<file path="src/pkg/cag_pkg.sv">
// Constants and types for the coprocessor access gate.
// Assumes a single core clock and a synchronous active-high reset.
package cag_pkg;
   localparam int unsigned WORD_W = 32;
   // System control coprocessor selector of the access control register.
   localparam logic [3:0] SEL_CRN = 4'h1;
   localparam logic [2:0] SEL_OP1 = 3'h0;
   localparam logic [3:0] SEL_CRM = 4'h0;
   localparam logic [3:0] SEL_CRM_NONSECURE = 4'h1;
   localparam logic [2:0] SEL_OP2 = 3'h2;
   // Field layout of coproc_access_control.
   localparam int unsigned SIMD_ONLY_DISABLE_BIT = 31;
   localparam int unsigned UPPER_DREG_DISABLE_BIT = 30;
   localparam int unsigned HIGH_PERM_LSB = 22;
   localparam int unsigned LOW_PERM_LSB = 20;
   localparam logic [31:0] ACCESS_CONTROL_RESET = 32'h0000_0000;
   localparam logic [31:0] DISABLE_MASK = 32'hc000_0000;
   localparam logic [31:0] HIGH_PERM_MASK = 32'h00c0_0000;
   localparam logic [31:0] LOW_PERM_MASK = 32'h0030_0000;
   // Permission field encodings.
   localparam logic [1:0] PERM_DENIED = 2'h0;
   localparam logic [1:0] PERM_PRIV_ONLY = 2'h1;
   localparam logic [1:0] PERM_RESERVED = 2'h2;
   localparam logic [1:0] PERM_FULL = 2'h3;
   // Operand formats an instruction may name.
   typedef enum logic [3:0] {
      FMT_INT8, FMT_INT16, FMT_INT32, FMT_INT64, FMT_HALF, FMT_SINGLE,
      FMT_DOUBLE, FMT_POLY8, FMT_POLY16
   } fmt_e;
   // Half precision field widths, half and single exponent limits and half special encodings.
   localparam int unsigned HALF_EXP_W = 5;
   localparam int unsigned HALF_MAN_W = 10;
   localparam logic [4:0] HALF_EXP_MAX = 5'h1f;
   localparam logic [7:0] SINGLE_EXP_MAX = 8'hff;
   localparam logic [7:0] EXP_REBIAS = 8'h70;
   localparam logic [7:0] HALF_EXP_TOP_IEEE = 8'h8e;
   localparam logic [7:0] HALF_EXP_TOP_ALT = 8'h8f;
   localparam logic [15:0] HALF_INF = 16'h7c00;
   localparam logic [15:0] HALF_QNAN = 16'h7e00;
   localparam logic [15:0] HALF_ALT_MAX = 16'h7fff;
endpackage

</file>
<file path="src/pkg/conv_if.sv">
// Carrier between the gate and its half-precision converter.
// Assumes both ends run on the same core clock.
`timescale 1ns/1ps
interface conv_if;
   logic req;
   logic to_single;
   logic alt_half;
   logic [31:0] operand;
   logic done;
   logic [31:0] result;
   modport requester (output req, output to_single, output alt_half, output operand,
      input done, input result);
   modport converter (input req, input to_single, input alt_half, input operand,
      output done, output result);
endinterface

</file>
<file path="src/rtl/half_converter.sv">
// Half to single and single to half precision converter, one cycle latency.
// Assumes requests come from logic on the same clock; one result per request.
`timescale 1ns/1ps
module half_converter (
   // Clock and reset
   input wire logic sys_clk_i,
   input wire logic rst_i,
   // Request and result
   conv_if.converter cv
);
   import cag_pkg::*;

   logic done_q, done_d;
   logic [31:0] result_q, result_d;
   logic sign;
   logic [4:0] hexp;
   logic [9:0] hman;
   logic [7:0] sexp;
   logic [22:0] sman;
   logic [9:0] norm_man;
   logic [7:0] norm_exp;
   logic found;
   logic [7:0] top_exp;

   assign cv.done = done_q;
   assign cv.result = result_q;

   always_comb begin
      done_d = cv.req;
      result_d = result_q;
      sign = cv.to_single ? cv.operand[15] : cv.operand[31];
      hexp = cv.operand[14:10];
      hman = cv.operand[9:0];
      sexp = cv.operand[30:23];
      sman = cv.operand[22:0];
      norm_man = '0;
      norm_exp = '0;
      found = 1'b0;
      // Normalise a half subnormal by finding its leading one.
      for (int i = HALF_MAN_W - 1; i >= 0; i--) begin
         if (!found && hman[i]) begin
            found = 1'b1;
            norm_man = 10'(hman << (HALF_MAN_W - i));
            norm_exp = 8'(EXP_REBIAS + 8'(i) - 8'(HALF_MAN_W - 1));
         end
      end
      top_exp = cv.alt_half ? HALF_EXP_TOP_ALT : HALF_EXP_TOP_IEEE;
      if (cv.req && cv.to_single) begin
         // The alternative format has no infinity or NaN in its top exponent.
         if (hexp == '0) begin
            result_d = (hman == '0) ? {sign, 31'h0} : {sign, norm_exp, norm_man, 13'h0};
         end else if (hexp == HALF_EXP_MAX && !cv.alt_half) begin
            result_d = {sign, SINGLE_EXP_MAX, hman, 13'h0};
         end else begin
            result_d = {sign, 8'(8'(hexp) + EXP_REBIAS), hman, 13'h0};
         end
      end else if (cv.req) begin
         // Rounds toward zero; results below the normal half range flush to zero.
         result_d[31:16] = '0;
         if (sexp == SINGLE_EXP_MAX) begin
            if (cv.alt_half) begin
               result_d[15:0] = (sman == '0) ? (HALF_ALT_MAX | {sign, 15'h0}) : 16'h0;
            end else begin
               result_d[15:0] = (sman == '0) ? (HALF_INF | {sign, 15'h0}) : HALF_QNAN;
            end
         end else if (sexp > top_exp) begin
            result_d[15:0] = cv.alt_half ? (HALF_ALT_MAX | {sign, 15'h0})
                                         : (HALF_INF | {sign, 15'h0});
         end else if (sexp <= EXP_REBIAS) begin
            result_d[15:0] = {sign, 15'h0};
         end else begin
            result_d[15:0] = {sign, 5'(sexp - EXP_REBIAS), sman[22:13]};
         end
      end
      if (rst_i) begin
         done_d = 1'b0;
         result_d = '0;
      end
   end

   always_ff @(posedge sys_clk_i) begin
      done_q <= done_d;
      result_q <= result_d;
   end
endmodule

</file>
<file path="src/rtl/coprocessor_access_gate.sv">
// Access-permission gate for the floating-point and SIMD coprocessors.
// Assumes the decoder, exception logic and control-coprocessor port share sys_clk_i.
`timescale 1ns/1ps
module coprocessor_access_gate #(
   parameter bit LOW_IMPLEMENTED = 1'b1,
   parameter bit HIGH_IMPLEMENTED = 1'b1
) (
   // Clock and reset
   input wire logic sys_clk_i,
   input wire logic rst_i,
   // System control coprocessor register port
   input wire logic sc_valid_i,
   input wire logic sc_write_i,
   input wire logic sc_priv_i,
   input wire logic [3:0] sc_crn_i,
   input wire logic [2:0] sc_op1_i,
   input wire logic [3:0] sc_crm_i,
   input wire logic [2:0] sc_op2_i,
   input wire logic [cag_pkg::WORD_W-1:0] sc_wdata_i,
   output logic sc_hit_o,
   output logic sc_undef_o,
   output logic [cag_pkg::WORD_W-1:0] sc_rdata_o,
   // Barrier and global enable from the core
   input wire logic isb_i,
   input wire logic fp_global_enable_i,
   // Instruction check from decode
   input wire logic insn_valid_i,
   input wire logic insn_high_cp_i,
   input wire logic insn_priv_i,
   input wire logic insn_simd_i,
   input wire logic insn_simd_only_i,
   input wire logic insn_upper_dreg_i,
   input wire logic insn_convert_i,
   input wire logic insn_enable_exempt_i,
   input wire cag_pkg::fmt_e insn_fmt_i,
   output logic insn_done_o,
   output logic insn_undef_o,
   // Half-precision conversion
   input wire logic conv_valid_i,
   input wire logic conv_to_single_i,
   input wire logic alt_half_mode_i,
   input wire logic [cag_pkg::WORD_W-1:0] conv_data_i,
   output logic conv_done_o,
   output logic [cag_pkg::WORD_W-1:0] conv_result_o,
   // Live view of the effective controls
   output logic simd_only_disable_o,
   output logic upper_dreg_disable_o
);
   import cag_pkg::*;

   // Bits this block owns; other coprocessors' bits are never stored.
   localparam logic [31:0] WRITE_MASK = DISABLE_MASK
      | (HIGH_IMPLEMENTED ? HIGH_PERM_MASK : 32'h0)
      | (LOW_IMPLEMENTED ? LOW_PERM_MASK : 32'h0);

   logic [31:0] written_q, written_d;
   logic [31:0] effective_q, effective_d;
   logic sc_hit_q, sc_hit_d;
   logic sc_undef_q, sc_undef_d;
   logic [31:0] sc_rdata_q, sc_rdata_d;
   logic insn_done_q, insn_done_d;
   logic insn_undef_q, insn_undef_d;
   logic sel_hit;
   logic [1:0] perm;
   logic perm_ok;
   logic fmt_ok;
   logic block;

   conv_if cv ();

   half_converter u_conv (
      .sys_clk_i(sys_clk_i),
      .rst_i(rst_i),
      .cv(cv.converter)
   );

   assign cv.req = conv_valid_i;
   assign cv.to_single = conv_to_single_i;
   assign cv.alt_half = alt_half_mode_i;
   assign cv.operand = conv_data_i;
   assign conv_done_o = cv.done;
   assign conv_result_o = cv.result;

   assign sc_hit_o = sc_hit_q;
   assign sc_undef_o = sc_undef_q;
   assign sc_rdata_o = sc_rdata_q;
   assign insn_done_o = insn_done_q;
   assign insn_undef_o = insn_undef_q;
   assign simd_only_disable_o = effective_q[SIMD_ONLY_DISABLE_BIT];
   assign upper_dreg_disable_o = effective_q[UPPER_DREG_DISABLE_BIT];

   // Register access state.
   always_comb begin
      written_d = written_q;
      effective_d = effective_q;
      sc_hit_d = 1'b0;
      sc_undef_d = 1'b0;
      sc_rdata_d = '0;
      sel_hit = sc_valid_i && sc_crn_i == SEL_CRN && sc_op1_i == SEL_OP1
         && sc_crm_i == SEL_CRM && sc_op2_i == SEL_OP2;
      if (sel_hit) begin
         sc_hit_d = 1'b1;
         if (!sc_priv_i) begin
            // User-mode access is refused and nothing changes.
            sc_undef_d = 1'b1;
         end else if (sc_write_i) begin
            written_d = sc_wdata_i & WRITE_MASK;
         end else begin
            sc_rdata_d = written_q;
         end
      end
      // The gate only sees a new value once a barrier retires, so decode in
      // flight keeps the old permissions. A write in the barrier cycle counts.
      if (isb_i) begin
         effective_d = written_d;
      end
      if (rst_i) begin
         written_d = ACCESS_CONTROL_RESET;
         effective_d = ACCESS_CONTROL_RESET;
         sc_hit_d = 1'b0;
         sc_undef_d = 1'b0;
         sc_rdata_d = '0;
      end
   end

   always_ff @(posedge sys_clk_i) begin
      written_q <= written_d;
      effective_q <= effective_d;
      sc_hit_q <= sc_hit_d;
      sc_undef_q <= sc_undef_d;
      sc_rdata_q <= sc_rdata_d;
   end

   // Instruction gate state.
   always_comb begin
      // Fields are kept equal by software; each instruction uses its own field.
      perm = insn_high_cp_i ? effective_q[HIGH_PERM_LSB +: 2]
                            : effective_q[LOW_PERM_LSB +: 2];
      unique case (perm)
         PERM_DENIED: perm_ok = 1'b0;
         PERM_PRIV_ONLY: perm_ok = insn_priv_i;
         PERM_RESERVED: perm_ok = 1'b0;
         PERM_FULL: perm_ok = 1'b1;
      endcase
      // Integer operands pass as two's complement bit patterns, so signed and
      // unsigned forms need no separate format check.
      unique case (insn_fmt_i)
         FMT_INT8, FMT_INT16, FMT_INT64, FMT_POLY8, FMT_POLY16: fmt_ok = insn_simd_i;
         FMT_INT32: fmt_ok = insn_simd_i || insn_convert_i;
         FMT_SINGLE: fmt_ok = 1'b1;
         FMT_DOUBLE: fmt_ok = !insn_simd_i;
         FMT_HALF: fmt_ok = insn_convert_i;
         default: fmt_ok = 1'b0;
      endcase
      block = !perm_ok || !fmt_ok
         || (effective_q[SIMD_ONLY_DISABLE_BIT] && insn_simd_only_i)
         || (effective_q[UPPER_DREG_DISABLE_BIT] && !insn_simd_i
             && insn_upper_dreg_i)
         || (!fp_global_enable_i && !(insn_enable_exempt_i && insn_priv_i));
      insn_done_d = insn_valid_i;
      insn_undef_d = insn_valid_i && block;
      if (rst_i) begin
         insn_done_d = 1'b0;
         insn_undef_d = 1'b0;
      end
   end

   always_ff @(posedge sys_clk_i) begin
      insn_done_q <= insn_done_d;
      insn_undef_q <= insn_undef_d;
   end
endmodule

</file>
<file path="config.mk">
export PLATFORM = sky130hd
export DESIGN_NAME = coprocessor_access_gate
export DESIGN_NICKNAME = d
export VERILOG_FILES = /design/src/pkg/cag_pkg.sv /design/src/pkg/conv_if.sv /design/src/rtl/half_converter.sv /design/src/rtl/coprocessor_access_gate.sv
export SDC_FILE = /design/constraint.sdc
export NUM_CORES = 1
export LEC_CHECK = 0
export BUFFER_PORTS_ARGS = -buffer_cell sky130_fd_sc_hd__buf_2
export CAP_MARGIN = 20
export CORE_MARGIN = 2
export CORE_UTILIZATION = 40
export CTS_BUF_LIST = sky130_fd_sc_hd__clkbuf_4 sky130_fd_sc_hd__clkbuf_8 sky130_fd_sc_hd__clkbuf_16
export DETAILED_ROUTE_END_ITERATION = 16
export GPL_ROUTABILITY_DRIVEN = 0
export PLACE_DENSITY_LB_ADDON = 0.12
export SETUP_SLACK_MARGIN = 0.5
export SLEW_MARGIN = 15
export SYNTH_ARGS = -nofsm -noshare
export SYNTH_HDL_FRONTEND = slang
export SYNTH_SLANG_ARGS = --single-unit
</file>
<file path="constraint.sdc">
create_clock -name sys_clk_i -period 1.95 [get_ports sys_clk_i]
set_input_delay 0.0975 -clock sys_clk_i [delete_from_list [all_inputs] [get_ports sys_clk_i]]
set_output_delay 0.0975 -clock sys_clk_i [all_outputs]
set_load 0.02 [all_outputs]
</file>
## Word level (Yosys, flattened, before mapping)

Index checks and enable logic that the tools add are counted.

- Bits in registers: 133
- Input port bits: 100
- Output and inout port bits: 71
- Logic and storage cells: 134

- Add/subtract/negate cells: 2
- Order comparisons: 2
- Eq/ne operators: 15
- Mux-type cells: 51
- Bitwise operators: 2
- Reduce and logical (&&, ||, !) cells: 53

Operators by type and width:

| cell | count |
|---|---|
| $mux 32 | 5 |
| $mux 10 | 11 |
| $mux 31 | 3 |
| $mux 8 | 9 |
| $mux 16 | 4 |
| $mux 15 | 2 |
| $logic_not 23->1 | 1 |
| $logic_and 1x1->1 | 21 |
| $eq 4x3->1 const B | 4 |
| $logic_not 1->1 | 15 |
| $mux 1 | 13 |
| $logic_not 10->1 | 1 |
| $add 5x7->8 const B | 1 |
| $eq 4x1->1 const B | 2 |
| $eq 4x2->1 const B | 2 |
| $eq 8x8->1 const B | 1 |
| $gt 8x8->1 | 1 |
| $le 8x7->1 const B | 1 |
| $logic_not 4->1 | 2 |
| $mux 7 | 1 |
| $eq 5x5->1 const B | 1 |
| $logic_not 5->1 | 1 |
| $logic_or 1x1->1 | 5 |
| $pmux 1 s5 | 1 |
| 14 further kinds | 17 |

## Longest topological paths before layout

- Depth in word-level cells: 31
- Gate-level depth with buffers: 11
- Gate-level depth less buffers: 10

## Hierarchy

A second synthesis with hierarchy kept.

- Cells, all modules: 464
- Area total of the unflattened synthesis: 4329.2 sq um

Modules (own cells, without submodules):

| module | instances | cells each | area an instance (sq um) | seq. area each (sq um) |
|---|---|---|---|---|
| coprocessor_access_gate | 1 | 200 | 2334.7 | 1481.4 |
| half_converter | 1 | 264 | 1994.4 | 640.6 |

## Worst setup path after synthesis

No wires, ideal clock.

- Kind: input port to flip-flop
- Start point: in conv_data_i[8] (netlist name)
- End point: reg u_conv.result_q[14] (netlist: u_conv.cv.result[14])
- Library setup time: 75 ps
- Arrival time: 1734 ps
- Required time: 1875 ps
- Slack: 141 ps
- Cell stages on the path: 11
- Buffers on the path: 1
- Path through: buf_2 > nor3_4 > nand4_1 > nor4_2 > inv_1 > ha_1 > inv_1 > o311ai_1 > inv_1 > a22oi_1 > o22ai_1

- Word-level cells in the longest chain between the ends: 29

RTL lines:

| element | RTL line | source |
|---|---|---|
| start: declaration | coprocessor_access_gate.sv:42 | `input wire logic [cag_pkg::WORD_W-1:0] conv_data_i,` |
| $logic_and 1x1->1 | half_converter.sv:41 | `if (!found && hman[i]) begin` |
| $mux 1 | half_converter.sv:41 |  |
| $logic_not 1->1 | half_converter.sv:41 |  |
| $logic_and 1x1->1 | half_converter.sv:41 |  |
| $mux 1 | half_converter.sv:41 |  |
| $logic_not 1->1 | half_converter.sv:41 |  |
| $logic_and 1x1->1 | half_converter.sv:41 |  |
| $mux 1 | half_converter.sv:41 |  |
| [... 13 more ...] | -- |  |
| $logic_and 1x1->1 | half_converter.sv:41 |  |
| $mux 1 | half_converter.sv:41 |  |
| $logic_not 1->1 | half_converter.sv:41 |  |
| $logic_and 1x1->1 | half_converter.sv:41 |  |
| $mux 10 | half_converter.sv:41 |  |
| $mux 31 | half_converter.sv:51 | `result_d = (hman == '0) ? {sign, 31'h0} : {sign, norm_exp, norm_man, 13'h0};` |
| $mux 31 | half_converter.sv:50 | `if (hexp == '0) begin` |
| $mux 32 (*) | half_converter.sv:48 | `if (cv.req && cv.to_single) begin` |
| end signal: assignment | half_converter.sv:83 | `result_q <= result_d;` |
| end: declaration | half_converter.sv:14 | `logic [31:0] result_q, result_d;` |

Mark *: on every way between the ends. The rest lies on a longest branch, timed or not. The select of a mux whose other input is x is not followed.
A chain may end at the register's enable or synchronous reset.

## Worst setup path after layout

- Start point: in conv_data_i[20] (netlist name)
- End point: reg u_conv.result_q[13] (netlist: u_conv.cv.result[13])

- Word-level cells in the longest chain between the ends: 6

RTL lines:

| element | RTL line | source |
|---|---|---|
| $logic_not 23->1 | half_converter.sv:62 | `result_d[15:0] = (sman == '0) ? (HALF_ALT_MAX \| {sign, 15'h0}) : 16'h0;` |
| $mux 16 | half_converter.sv:62 |  |
| $mux 16 | half_converter.sv:61 | `if (cv.alt_half) begin` |
| $mux 16 | half_converter.sv:60 | `if (sexp == SINGLE_EXP_MAX) begin` |
| $mux 32 | half_converter.sv:57 | `end else if (cv.req) begin` |
| $mux 32 | half_converter.sv:48 |  |

No other way between the ends. The select of a mux whose other input is x is not followed.

==> metrics.txt <==
outcome=completed; simple-gate portion of the synthesized area=0.241; initial antenna violation count=0; vias in the first global route=3631; Synth cell types=63; endpoints failing setup=0; cell area after placement=5170 um2; hold slack=0.0146 ns; ANT cells=0; Synth Area in XOR/XNOR=0; Die Span Y=106 um; Final nets=728; P per Cell Area=721 nW/um2; Seq/Total Area, Yosys=0.507; WP buf/inv=2; Crit-path slowest cell=nor4_4; number of synthesized register bits=106; worst vdd ir=309 uV; syn avg cell area=9.04 um2; ys flop type=dfxtp_1; largest family of logic cells by synthesized area=simple AND/OR/NAND/NOR gates; average wire per standard cell=13.7 um; Synth area leader=dfxtp_1; met3 WL=686 um; fraction of registers with async set/reset=0; postcts setup bufs=0; DR WL met2=5060 um; DRT Pass-1 Iters=4; Max-Cap Viols=0; fmax=736 MHz; Worst Setup End Kind=flop; die area=11300 um2; type of the worst min-delay path=input pin to flop; CTS Buf Count=9; DR vias/cell=4.98; complex-gate fraction of the synthesized area=0.185; Area Overhead vs Synth=33.6%; Synth top cells by count=dfxtp_1, and2_1, nor2_1, nand2_1, a21oi_1; Worst-Margin Slew=0.532 ns; Synth Warn #=0; Clock Root Buffer=clkbuf_8; Core Box Area=10200 um2; layout cells sized above 1=0.329; Tmin final=1.36 ns; critical path type=input pin to flop; Max transition margin=0.642; Final ANT Viol Nets=0; CP delay by family, top=simple AND/OR/NAND/NOR gates; Worst Path Arrival=1.63 ns; max-slew violation count=0; routed metal-1 wirelength=4630 um; clock slew at reported path FFs=0.10 ns; final WL=10500 um; IO Pins=171; DP HPWL=7680 um; cell mode on critical path=nor4_4; Pwr Total=4030 uW; Max clock buf depth=2; Final Cycle Share=0.697; clk_skew=0.00933 ns; worst-path cell chain=buf_6 -> nor4_4 -> nand2_2 -> nor4_4 -> inv_1 -> ha_2 -> a21oi_2 -> nand3_1 -> a311oi_1; Synth area leaders=dfxtp_1, and2_1, nor2_1, a21oi_1, nand2_1; Syn Inst Count=463; LEAKAGE=0.00254 uW; Hold Vio Cnt, Final=0; overall routing resource usage=0.187; top routing layer in use=met4; CP Launch Type=input pin; # fillers=985; DRC=0; Die Wd=106 um; Final WS setup=0.592 ns; first-pass GRT wire length=17100 um; Starting Density=0.409; RSZ-0062 raised after global routing=yes; total congestion overflow=0; Req. time, crit path=2.23 ns; mux share of post-synthesis cell area=0.0144; via count=3816; worst skew pair latency=0.36 ns; H-tree depth=3; clock sink count=106; sum of negative setup slack=0 ns; most frequent cell after synthesis=dfxtp_1; CP max FO=2; port bufs=144; worst slack, placed=0.105 ns; Synth Area in Adders=0.00897; Synth top area share=0.507; Synth Net Count=566; number of synthesized flops with an enable pin=0; Finished Cell Area=5590 um2; row count=37; slowest stage delay, CP=0.32 ns; largest net degree at the start of global routing=33; CTS tree=done; Mapped Area=4180 um2; DR iter-0 viols=125
[layer usage]
| metal | GRT usage | up-vias |
|---|---|---|
| met4 | 0.0658 | 0 |
| met1 | 0.241 | 1751 |
| li1 | - | 1935 |
| met2 | 0.310 | 121 |
| met3 | 0.0399 | 9 |
| met5 | 0 | - |
[placed cells by master (no fill, tap or decap), drive strengths merged, types with 4 or more instances in the layout]
cell | Yosys | layout
o21ai | 26 | 26
a22oi | 4 | 4
o31ai | 4 | 4
nand2 | 35 | 35
mux2i | 6 | 6
buf | 7 | 170
nor2 | 44 | 44
nor2b | 7 | 7
nand4 | 5 | 5
clkbuf | 25 | 9
and2 | 58 | 58
o211ai | 5 | 5
nand3 | 8 | 8
inv | 13 | 18
a211oi | 7 | 7
a21oi | 31 | 31
and3 | 4 | 4
nor4 | 6 | 6
dfxtp | 106 | 106
dlygate4sd3 | 0 | 13
nor3 | 7 | 7
[worst min-delay path: stages]
cell	delay, ns
buf_2	0.08
mux2i_1	0.08
nor2_1	0.08
[kinds of logic (layout without fill, tap and decap cells)]
kind of cell             Yosys count  after routing
AND/OR/NAND/NOR                  189            189
AO/OA/AOI/OAI                    114            114
flip-flops                       106            106
buffers and inverters             45            212
multiplexers                       6              6
adder cells (fa/ha/maj)            3              3
[worst paths after layout]
check / startpoint / to / slack, ns / depth (start not counted)
worst max-delay path: conv_data_i[20] / u_conv.cv.result[13] / 0.59 / 9
worst min-delay path: sc_wdata_i[23] / written_q[23] / 0.01 / 3
worst max register to register: effective_q[30] / insn_undef_o / 0.95 / 3
worst min register to register: flop / sc_rdata_o[18] / 0.44 / 1
[final cells by class]
class                      instances  area, um2  share of cell area
multi-input combinational        312       1960               0.351
sequential                       106       2120               0.380
timing repair buffer             183       1090               0.196
clock buffer                       9        124              0.0222
clock inverter                     7       66.3              0.0119
tap                              136        170              0.0304
inverter                          13       48.8             0.00873
[power by group]
group          switching [uW]  internal (uW)
Sequential               18.6           2200
Combinational             286            215
Clock                     806            502
Total                    1110           2920
[per-stage QoR]
step / util / cells
5_1_grt: 0.546 / 766
3_3_place_gp: 0.506 / 737
6_report: 0.546 / 766
3_5_place_dp: 0.506 / 737
2_1_floorplan: - / 463
4_1_cts: 0.538 / 766
[what timing repair did]
action                                  CTS  global route
hold buffers                             13             0
hold endpoints to repair                 14             0
endpoints found under the setup margin    2            14
pin swaps                                 0             9
resized for setup                         1            19
No activity file was read; power rests on OpenSTA's default activity.
